--- src/pkg/trs_pkg.sv ---
// Package for the tape rewind sequencer: register map, fields, timing, states
package trs_pkg;

   // ****************************************
   // Clock and timing
   // ****************************************
   localparam int unsigned CLK_HZ          = 100_000_000;
   localparam int unsigned IDLE_MS         = 12;                  // Quiet time before forward kick
   localparam int unsigned IDLE_CYC        = IDLE_MS * (CLK_HZ / 1000);
   localparam int unsigned FWD_QTR_COUNTS  = 8;                   // Forward kick length
   localparam int unsigned CAP_DIV         = 16;                  // Capstan pulses per reference

   // ****************************************
   // APB register map (byte addresses)
   // ****************************************
   localparam logic [7:0] ADDR_CTRL   = 8'h00;
   localparam logic [7:0] ADDR_STATUS = 8'h04;
   localparam logic [7:0] ADDR_SENSE  = 8'h08;

   // Control register fields
   localparam int unsigned CTRL_REWIND_BIT = 0;   // Write 1: rewind command pulse
   localparam int unsigned CTRL_READY_BIT  = 1;   // Drive ready enable
   localparam logic [31:0] CTRL_RESET_VAL  = 32'h0000_0000;

   // ****************************************
   // Sequencer states
   // ****************************************
   typedef enum logic [2:0] {
      TRS_IDLE  = 3'b000,
      TRS_FWD   = 3'b001,
      TRS_ACCEL = 3'b010,
      TRS_HIGH  = 3'b011,
      TRS_STEP  = 3'b100,
      TRS_LOW   = 3'b101
   } trs_state_t;

   // Drive outputs travel together
   typedef struct packed {
      logic fwd;           // Capstan forward
      logic bkwd;          // Capstan backward
      logic rewind_cur;    // High power rewind current
      logic step_cur;      // Step-down current
      logic coast;         // Capstan coast
      logic left_feed;     // Left reel feeds column
      logic right_take;    // Right reel takes up slack
      logic hs_field;      // High speed field latch
      logic capstan_polarity_hold_reg;           // Capstan polarity hold register
   } trs_drive_t;

endpackage

--- src/verilog/trs_sequencer.sv ---
// Tape rewind sequencer with APB control and status
//
// The APB register port and the register addresses are this design's own decisions.
`timescale 1ns/1ns

module trs_sequencer #(
   parameter int unsigned IDLE_CYCLES = trs_pkg::IDLE_CYC,      // Quiet time in cycles
   parameter int unsigned HOLD_CYCLES = 1000                    // Reset hold time to stop
) (
   input  wire logic               pclk,             // 100 MHz clock
   input  wire logic               presetn,          // Async reset, active low
   input  wire logic               psel,             // APB select
   input  wire logic               penable,          // APB enable
   input  wire logic               pwrite,           // APB write
   input  wire logic [7:0]         paddr,            // APB byte address
   input  wire logic [31:0]        pwdata,           // APB write data
   output logic      [31:0]        prdata,           // APB read data
   output logic                    pready,           // APB ready
   output logic                    pslverr,          // APB error
   input  wire logic               unload_rew_btn,   // Unload rewind button
   input  wire logic               load_rew_btn,     // Load rewind button
   input  wire logic               reset_btn,        // Reset pushbutton
   input  wire logic               sustained_motion_line, // Motion active
   input  wire logic               load_point_marker,     // Photocell at load point
   input  wire logic               left_radius_sense,     // Little tape left on left reel
   input  wire logic               left_mid_port,    // Left loop above mid port
   input  wire logic               right_mid_port,   // Right loop below mid port
   input  wire logic               cap_tach,         // Capstan tach (quarter counts)
   input  wire logic               left_tach,        // Squared left reel tach
   input  wire logic               right_tach,       // Squared right reel tach
   input  wire logic               below_normal,     // Capstan below normal velocity
   input  wire logic               col_drive_req,    // Column logic drive request
   input  wire logic               col_coast_req,    // Column logic coast request
   output trs_pkg::trs_drive_t     drive,            // Motor drive bundle
   output logic                    ready_lamp,       // Ready indication
   output logic                    tape_indicate_lamp // Tape indicate indication
);

   // ****************************************
   // Input synchronisers
   // ****************************************
   localparam int unsigned NSYNC = 13;
   logic [NSYNC-1:0] raw;
   logic [NSYNC-1:0] s1_q;
   logic [NSYNC-1:0] s2_q;
   logic [NSYNC-1:0] s3_q;
   assign raw = {unload_rew_btn, load_rew_btn, reset_btn, sustained_motion_line,
                 load_point_marker, left_radius_sense, left_mid_port, right_mid_port,
                 cap_tach, left_tach, right_tach, below_normal, col_coast_req};

   // Pins cross into the clock domain; third stage only feeds edge detect
   always_ff @(posedge pclk or negedge presetn) begin
      if (!presetn) begin
         s1_q <= '0;
         s2_q <= '0;
         s3_q <= '0;
      end else begin
         s1_q <= raw;
         s2_q <= s1_q;
         s3_q <= s2_q;
      end
   end

   logic btn_rew, btn_rst, motion, lpm, radius, lmid, rmid, slow, coast_in;
   logic cap_rise, ltach_rise, rtach_rise, rst_rise, drv_sync_q, drv_s1_q;
   assign btn_rew    = s2_q[12] | s2_q[11];
   assign btn_rst    = s2_q[10];
   assign motion     = s2_q[9];
   assign lpm        = s2_q[8];
   assign radius     = s2_q[7];
   assign lmid       = s2_q[6];
   assign rmid       = s2_q[5];
   assign cap_rise   = s2_q[4] & ~s3_q[4];
   assign ltach_rise = s2_q[3] & ~s3_q[3];
   assign rtach_rise = s2_q[2] & ~s3_q[2];
   assign slow       = s2_q[1];
   assign coast_in   = s2_q[0];
   assign rst_rise   = s2_q[10] & ~s3_q[10];

   // Drive request synchroniser kept apart from the vector above
   always_ff @(posedge pclk or negedge presetn) begin
      if (!presetn) begin
         drv_s1_q   <= 1'b0;
         drv_sync_q <= 1'b0;
      end else begin
         drv_s1_q   <= col_drive_req;
         drv_sync_q <= drv_s1_q;
      end
   end

   // ****************************************
   // APB slave
   // ****************************************
   logic       ready_en_q;
   logic       cmd_rew_q;
   logic       wr_en;
   logic       drv_grant;
   trs_pkg::trs_state_t state_q, state_d;

   // Column drive request only counts while no coast request stands
   assign drv_grant = drv_sync_q & ~coast_in;

   assign pready  = 1'b1;
   assign wr_en   = psel & penable & pwrite;
   assign pslverr = psel & penable & (paddr != trs_pkg::ADDR_CTRL) &
                    (paddr != trs_pkg::ADDR_STATUS) & (paddr != trs_pkg::ADDR_SENSE);

   // Control register; rewind command is a self-clearing pulse
   always_ff @(posedge pclk or negedge presetn) begin
      if (!presetn) begin
         ready_en_q <= trs_pkg::CTRL_RESET_VAL[trs_pkg::CTRL_READY_BIT];
         cmd_rew_q  <= 1'b0;
      end else begin
         cmd_rew_q <= 1'b0;
         if (wr_en && paddr == trs_pkg::ADDR_CTRL) begin
            ready_en_q <= pwdata[trs_pkg::CTRL_READY_BIT];
            cmd_rew_q  <= pwdata[trs_pkg::CTRL_REWIND_BIT];
         end
      end
   end

   // Read data registered at setup so it is stable in the access phase
   always_ff @(posedge pclk or negedge presetn) begin
      if (!presetn) begin
         prdata <= 32'h0000_0000;
      end else if (psel && !penable && !pwrite) begin
         case (paddr)
            trs_pkg::ADDR_CTRL:   prdata <= {30'h0000_0000, ready_en_q, 1'b0};
            trs_pkg::ADDR_STATUS: prdata <= {24'h00_0000, ready_lamp, tape_indicate_lamp,
                                             drive.hs_field, drive.capstan_polarity_hold_reg, 1'b0, state_q};
            trs_pkg::ADDR_SENSE:  prdata <= {26'h000_0000, drv_grant, lpm, radius, lmid, rmid,
                                             motion};
            default:              prdata <= 32'h0000_0000;
         endcase
      end
   end

   // ****************************************
   // Capstan reference divider and speed compare
   // ****************************************
   logic [3:0] div_q;
   logic       ref_pulse;
   assign ref_pulse = cap_rise && (div_q == 4'(trs_pkg::CAP_DIV - 1));

   // One reference per sixteen capstan pulses
   always_ff @(posedge pclk or negedge presetn) begin
      if (!presetn) begin
         div_q <= 4'h0;
      end else if (cap_rise) begin
         div_q <= div_q + 4'h1;
      end
   end

   // Reel faster than capstan if its tach arrives before the next reference
   logic l_seen_q, r_seen_q, l_fast_q, r_fast_q;
   always_ff @(posedge pclk or negedge presetn) begin
      if (!presetn) begin
         l_seen_q <= 1'b0;
         r_seen_q <= 1'b0;
         l_fast_q <= 1'b0;
         r_fast_q <= 1'b0;
      end else if (state_q == trs_pkg::TRS_IDLE) begin
         // Stale verdicts from the last rewind must not set the field latch
         l_seen_q <= 1'b0;
         r_seen_q <= 1'b0;
         l_fast_q <= 1'b0;
         r_fast_q <= 1'b0;
      end else if (ref_pulse) begin
         l_fast_q <= l_seen_q | ltach_rise;
         r_fast_q <= r_seen_q | rtach_rise;
         l_seen_q <= 1'b0;
         r_seen_q <= 1'b0;
      end else begin
         l_seen_q <= l_seen_q | ltach_rise;
         r_seen_q <= r_seen_q | rtach_rise;
      end
   end

   // ****************************************
   // Sequencer
   // ****************************************
   logic [$clog2(IDLE_CYCLES+1)-1:0] idle_q;
   logic [3:0]  qtr_q;
   logic [$clog2(HOLD_CYCLES+1)-1:0] hold_q;
   logic        idle_long, start, rst_seen_q, stop_req;
   assign idle_long = (idle_q == IDLE_CYCLES[$bits(idle_q)-1:0]);
   assign start     = cmd_rew_q | (btn_rew & ~ready_lamp);
   assign stop_req  = (rst_rise & rst_seen_q) |
                      (btn_rst && hold_q == HOLD_CYCLES[$bits(hold_q)-1:0]);

   // Quiet time counter saturates at the threshold
   always_ff @(posedge pclk or negedge presetn) begin
      if (!presetn) begin
         idle_q <= '0;
      end else if (motion) begin
         idle_q <= '0;
      end else if (!idle_long) begin
         idle_q <= idle_q + 1'b1;
      end
   end

   // Next state
   always_comb begin
      state_d = state_q;
      case (state_q)
         trs_pkg::TRS_IDLE: if (start) begin
            if (idle_long)   state_d = trs_pkg::TRS_FWD;
            else             state_d = trs_pkg::TRS_ACCEL;
         end
         trs_pkg::TRS_FWD: if (cap_rise && qtr_q == 4'(trs_pkg::FWD_QTR_COUNTS - 1)) begin
            state_d = trs_pkg::TRS_ACCEL;
         end
         trs_pkg::TRS_ACCEL: begin
            if (radius)                       state_d = trs_pkg::TRS_LOW;
            else if (l_fast_q && r_fast_q)    state_d = trs_pkg::TRS_HIGH;
         end
         trs_pkg::TRS_HIGH: if (radius || rst_rise) begin
            state_d = trs_pkg::TRS_STEP;
         end
         trs_pkg::TRS_STEP: if (slow) begin
            state_d = trs_pkg::TRS_LOW;
         end
         trs_pkg::TRS_LOW: state_d = trs_pkg::TRS_LOW;
         default: state_d = trs_pkg::TRS_IDLE;
      endcase
      if (state_q != trs_pkg::TRS_IDLE && state_q != trs_pkg::TRS_FWD &&
          (lpm || stop_req)) begin
         state_d = trs_pkg::TRS_IDLE;
      end
   end

   // State, forward quarter counter, reset press tracking
   always_ff @(posedge pclk or negedge presetn) begin
      if (!presetn) begin
         state_q    <= trs_pkg::TRS_IDLE;
         qtr_q      <= 4'h0;
         rst_seen_q <= 1'b0;
         hold_q     <= '0;
      end else begin
         state_q <= state_d;
         qtr_q   <= (state_q == trs_pkg::TRS_FWD && cap_rise) ? qtr_q + 4'h1 :
                    (state_q == trs_pkg::TRS_FWD) ? qtr_q : 4'h0;
         if (state_q == trs_pkg::TRS_IDLE) begin
            rst_seen_q <= 1'b0;
         end else if (rst_rise) begin
            rst_seen_q <= 1'b1;
         end
         hold_q <= (btn_rst && state_q != trs_pkg::TRS_IDLE &&
                    hold_q != HOLD_CYCLES[$bits(hold_q)-1:0]) ? hold_q + 1'b1 :
                   (btn_rst ? hold_q : '0);
      end
   end

   // ****************************************
   // Indicators
   // ****************************************
   always_ff @(posedge pclk or negedge presetn) begin
      if (!presetn) begin
         ready_lamp         <= 1'b0;
         tape_indicate_lamp <= 1'b0;
      end else if (state_q == trs_pkg::TRS_IDLE && start) begin
         ready_lamp         <= 1'b0;
         tape_indicate_lamp <= 1'b0;
      end else if (state_q != trs_pkg::TRS_IDLE && state_d == trs_pkg::TRS_IDLE && lpm) begin
         ready_lamp         <= 1'b1;
         tape_indicate_lamp <= 1'b1;
      end else if (state_q == trs_pkg::TRS_IDLE) begin
         ready_lamp         <= ready_lamp & ready_en_q;
      end
   end

   // ****************************************
   // Motor drive outputs
   // ****************************************
   logic rewinding, high;
   // Follow the next state so motion and lamps change on the same edge
   assign rewinding = (state_d != trs_pkg::TRS_IDLE) && (state_d != trs_pkg::TRS_FWD);
   assign high      = (state_d == trs_pkg::TRS_HIGH);

   always_ff @(posedge pclk or negedge presetn) begin
      if (!presetn) begin
         drive <= '0;
      end else begin
         drive.fwd        <= (state_d == trs_pkg::TRS_FWD);
         drive.bkwd       <= rewinding;
         drive.hs_field   <= high;
         drive.capstan_polarity_hold_reg        <= rewinding & ~high;
         // Reels faster than capstan push rewind current up, else step down
         drive.rewind_cur <= high & l_fast_q & r_fast_q;
         drive.step_cur   <= (high & ~(l_fast_q & r_fast_q)) |
                             ((state_d == trs_pkg::TRS_STEP) & ~(l_fast_q & r_fast_q));
         drive.coast      <= coast_in;
         drive.left_feed  <= rewinding & lmid;
         drive.right_take <= rewinding & rmid;
      end
   end

endmodule

--- config.mk ---
export PLATFORM = sky130hd
export DESIGN_NAME = trs_sequencer
export DESIGN_NICKNAME = d
export VERILOG_FILES = /design/src/pkg/trs_pkg.sv /design/src/verilog/trs_sequencer.sv
export SDC_FILE = /design/constraint.sdc
export NUM_CORES = 1
export LEC_CHECK = 0
export BUFFER_PORTS_ARGS = -buffer_cell sky130_fd_sc_hd__buf_4
export CAP_MARGIN = 5
export CELL_PAD_IN_SITES_DETAIL_PLACEMENT = 0
export CELL_PAD_IN_SITES_GLOBAL_PLACEMENT = 1
export CORE_MARGIN = 2
export CORE_UTILIZATION = 41
export DETAILED_ROUTE_END_ITERATION = 8
export GPL_TIMING_DRIVEN = 0
export PLACE_DENSITY = 0.89
export SETUP_SLACK_MARGIN = 0.05
export SYNTH_ARGS = -nofsm -noshare
export SYNTH_HDL_FRONTEND = slang
export SYNTH_SLANG_ARGS = --single-unit
--- constraint.sdc ---
create_clock -name pclk -period 2 [get_ports pclk]
set_input_delay 0.1 -clock pclk [delete_from_list [all_inputs] [get_ports pclk]]
set_output_delay 0.1 -clock pclk [all_outputs]
set_load 0.1 [all_outputs]
==> metrics.md <==
| Metric | Value |
|---|---|
| I/O Buffers | 48 |
| Fin util | 52.37% |
| Power per Cell Area | 1037 nW/um2 |
| Total grt overflow | 0 |
| Final period util | between 90% and 100% |
| Top_reg_cell synth | dfrtp_1 |
| Antenna cells | 0 |
| Via count | 3,045 |
| Multi-input gate area | 1680 um2 |
| Hold Path Sink | prdata[6] |
| Synthesized instance count | between 300 and 400 |
| # nets final | 563 |
| Register Area | 2505 um2 |
| M2 GR Usage | 21.79% |
| Warnings from Yosys | 0 |
| Max transition margin | between 60% and 70% |
| Total clock sinks | 100 |
| Clock Pin Slew Worst Setup and Hold Paths | about 100 ps |
| F_max | approximately 520 MHz |
| CP endpoint kind | flip-flop |
| Setup violations, final | 0 |
| Cell area after synthesis | ~4400 um2 |
| Slew @ Worst Pin | 530.4 ps |
| Status | finished clean |
| Initial antenna violation count | 0 |
| Row count | 37 |
| Ports | 104 |
| Worst path required time | 2250 ps |
| Overall die height | 107.1 um |
| Post-synth EDFFs | 0 |
| Cell taking the most area after synthesis | dfrtp_1 |
| Core box area | 10,320 um2 |
| Yosys reg bits | 100 |
| Total CTS buffers | 9 |
| Crit Path Max Fanout | 6 |
| Reg-to-Reg End | ready_lamp |
| H-tree depth | 3 |
| Final non-filler cell total | about 640 |
| Hold path depth | 4 |
| Path type of the worst setup path | flip-flop to flip-flop |
| Area share of the leading cell type in the synthesized netlist | between 50% and 60% |
| CTS tree | built |
| Clk buf depth | 2 |
| Final WL | 7997 um |
| Drt pass-1 iters | 4 |
| # placed instances | around 600 |
| Die area | 11,470 um2 |
| DR vias/cell | 4.773 |
| First-pass GRT wire length | 13,320 um |
| Worst Reg-to-Reg Cells | 5 |
| Worst Slack Setup Final | between 70 and 80 ps |
| Share of cells above drive strength 1 | 22.71% |
| Largest net degree at the start of global routing | about 100 |
| Flop-to-flop setup slack | ~73 ps |
| CTS root buf | clkbuf_8 |
| Area Overhead vs Synth | 24.02% |
| Antenna Nets Post-Route | 0 |
| GR peak layer | met2 |
| FILL cells | 913 |
| GRT Total Usage | 14.55% |
| Vias in the first global route | 2,818 |
| Crit path time final | 1927 ps |
| Power Total | 5.609 mW |
| Register area share after synthesis | a little under three fifths |
| Max-Cap Viols | 0 |
| Place WS | -156.9 ps |
| Crit path launch type | flip-flop |
| LEAKAGE | 2.551 nW |
| Synth cell types | between 50 and 60 |
| Met3 usage | 3.343% |
| Fin Hold WS | ~62 ps |
| Pins Over Slew Limit | 0 |
| Most common cell in the netlist | dfrtp_1 |
| Area contributors post-synth | dfrtp_1 57%, buf_4 4.6%, nor2_1 3.6% |
| Initial Util | roughly 42% |
| WL/cell | 12.53 um |
| Post-DP HPWL | about 5600 um |
| Die X | 107.1 um |
| Peak supply drop | between 0.9 and 1 mV |
| Asr flop ratio synth | 100.0% |
| GPL Wtd Cong | 0.8309 |
| Syn_area_per_cell | 11.01 um2 |
| DRC | 0 |
| Hold Fails Final Rpt | 0 |
| Iteration-0 DRC Markers | 197 |
| Worst min-delay path class | primary input to flip-flop |
| RSZ-0062 raised after global routing | true |
| Clock Latency Late Sink | 360 ps |
| GRT met1 Usage | 21.13% |
| Critical Path AT | 2170 ps |
| Post-synth top cells | 100 x dfrtp_1, 42 x nor2_1, 27 x buf_4, 26 x nand2_1 |
| Hold Startpoint | paddr[0] |
| Skew final | around 14 ps |
| R2r startpoint | qtr_q[2] |
[worst max-delay path by stage]
stage / from / endpoint / slack, ps / cells past startpoint
after floorplan: ready_lamp / tape_indicate_lamp / 150 / 5
after global placement: state_q[2] / drive[1] / -140 / 6
after detailed placement: state_q[2] / drive[1] / -160 / 6
after CTS: state_q[2] / drive[1] / 40 / 6
after global routing: s2_q[10] / tape_indicate_lamp / 2 / 5
final: qtr_q[2] / ready_lamp / 70 / 5
[sequential cells by signal, indices dropped and copies added (netlist names)]
name	cells
hold_q	10
s1_q	13
div_q	4
qtr_q	4
tape_indicate_lamp	1
r_fast_q	1
l_fast_q	1
drive	8
s3_q	5
prdata	8
idle_q	21
ready_en_q	1
drv_s1_q	1
drv_sync_q	1
r_seen_q	1
l_seen_q	1
rst_seen_q	1
state_q	3
ready_lamp	1
cmd_rew_q	1
s2_q	13
[kinds of logic (layout without fill, tap and decap cells)]
logic type,count (synthesis),count (layout),synth area share [%]
buffers and inverters,51,134,6.946
AO/OA/AOI/OAI,51,51,8.180
AND/OR/NAND/NOR,148,148,17.74
other,2,25,0.1723
flip-flops,100,100,57.41
adder cells (fa/ha/maj),6,6,1.722
multiplexers,5,5,1.206
XOR/XNOR,33,33,6.630
[timing repair]
item,in CTS,in global routing
hold endpoints to repair,16,23
gates resized for setup,2,7
pin swaps,0,2
buffers inserted,0,2
setup endpoints to repair,12,13
hold buffers,16,1
[layer usage]
metal	up-vias	share of wire, %
met5	-	0
met4	0	1.3
met3	10	6.1
met2	99	43
met1	1429	49
li1	1507	-
[cells in the final DEF, fill, tap and decap left out, types with 6 or more instances in the layout]
cell type       n
clkbuf_8       11
nor3_1          9
nor2b_1         7
a211oi_1        6
nand3_1        16
nand4_1        12
nor2_1         42
dlygate4sd3_1  17
o31ai_1         8
nand2_1        26
dfrtp_1        98
inv_1          17
a21oi_1        12
and2_1          9
ha_1            6
xnor2_1        17
buf_4          77
xor2_1         16
conb_1         25
clkbuf_1        6
[power by group]
group / switching, mW / internal [mW]
combinational: 1.41 / 0.618
sequential: 0.165 / 2.26
clock: 0.675 / 0.484
total: 2.25 / 3.36
[cell type report]
cell class | count | area share [%]
Clock buffer | 10 | 2.546
Buffer | 34 | 4.420
Multi-Input combinational cell | 268 | 31.08
Clock inverter | 5 | 0.6943
Timing Repair Buffer | 68 | 10.60
Sequential cell | 100 | 46.33
Inverter | 17 | 1.180
Tap cell | 136 | 3.147
[through the flow]
step	cell area [um2]	setup TNS, ps
2_1_floorplan	4447	0
3_3_place_gp	4977	-237.6
3_5_place_dp	4977	-493.7
4_1_cts	5325	0
5_1_grt	5406	0
6_report	5406	0
[worst max-delay path, cell delays in order, from the launching register on]
cell,delay (ps)
dfrtp_1,420
and4bb_1,230
a311oi_2,310
a31oi_2,110
a311o_2,460
a32o_1,280
Note: power is estimated with default switching activity, not from simulation.
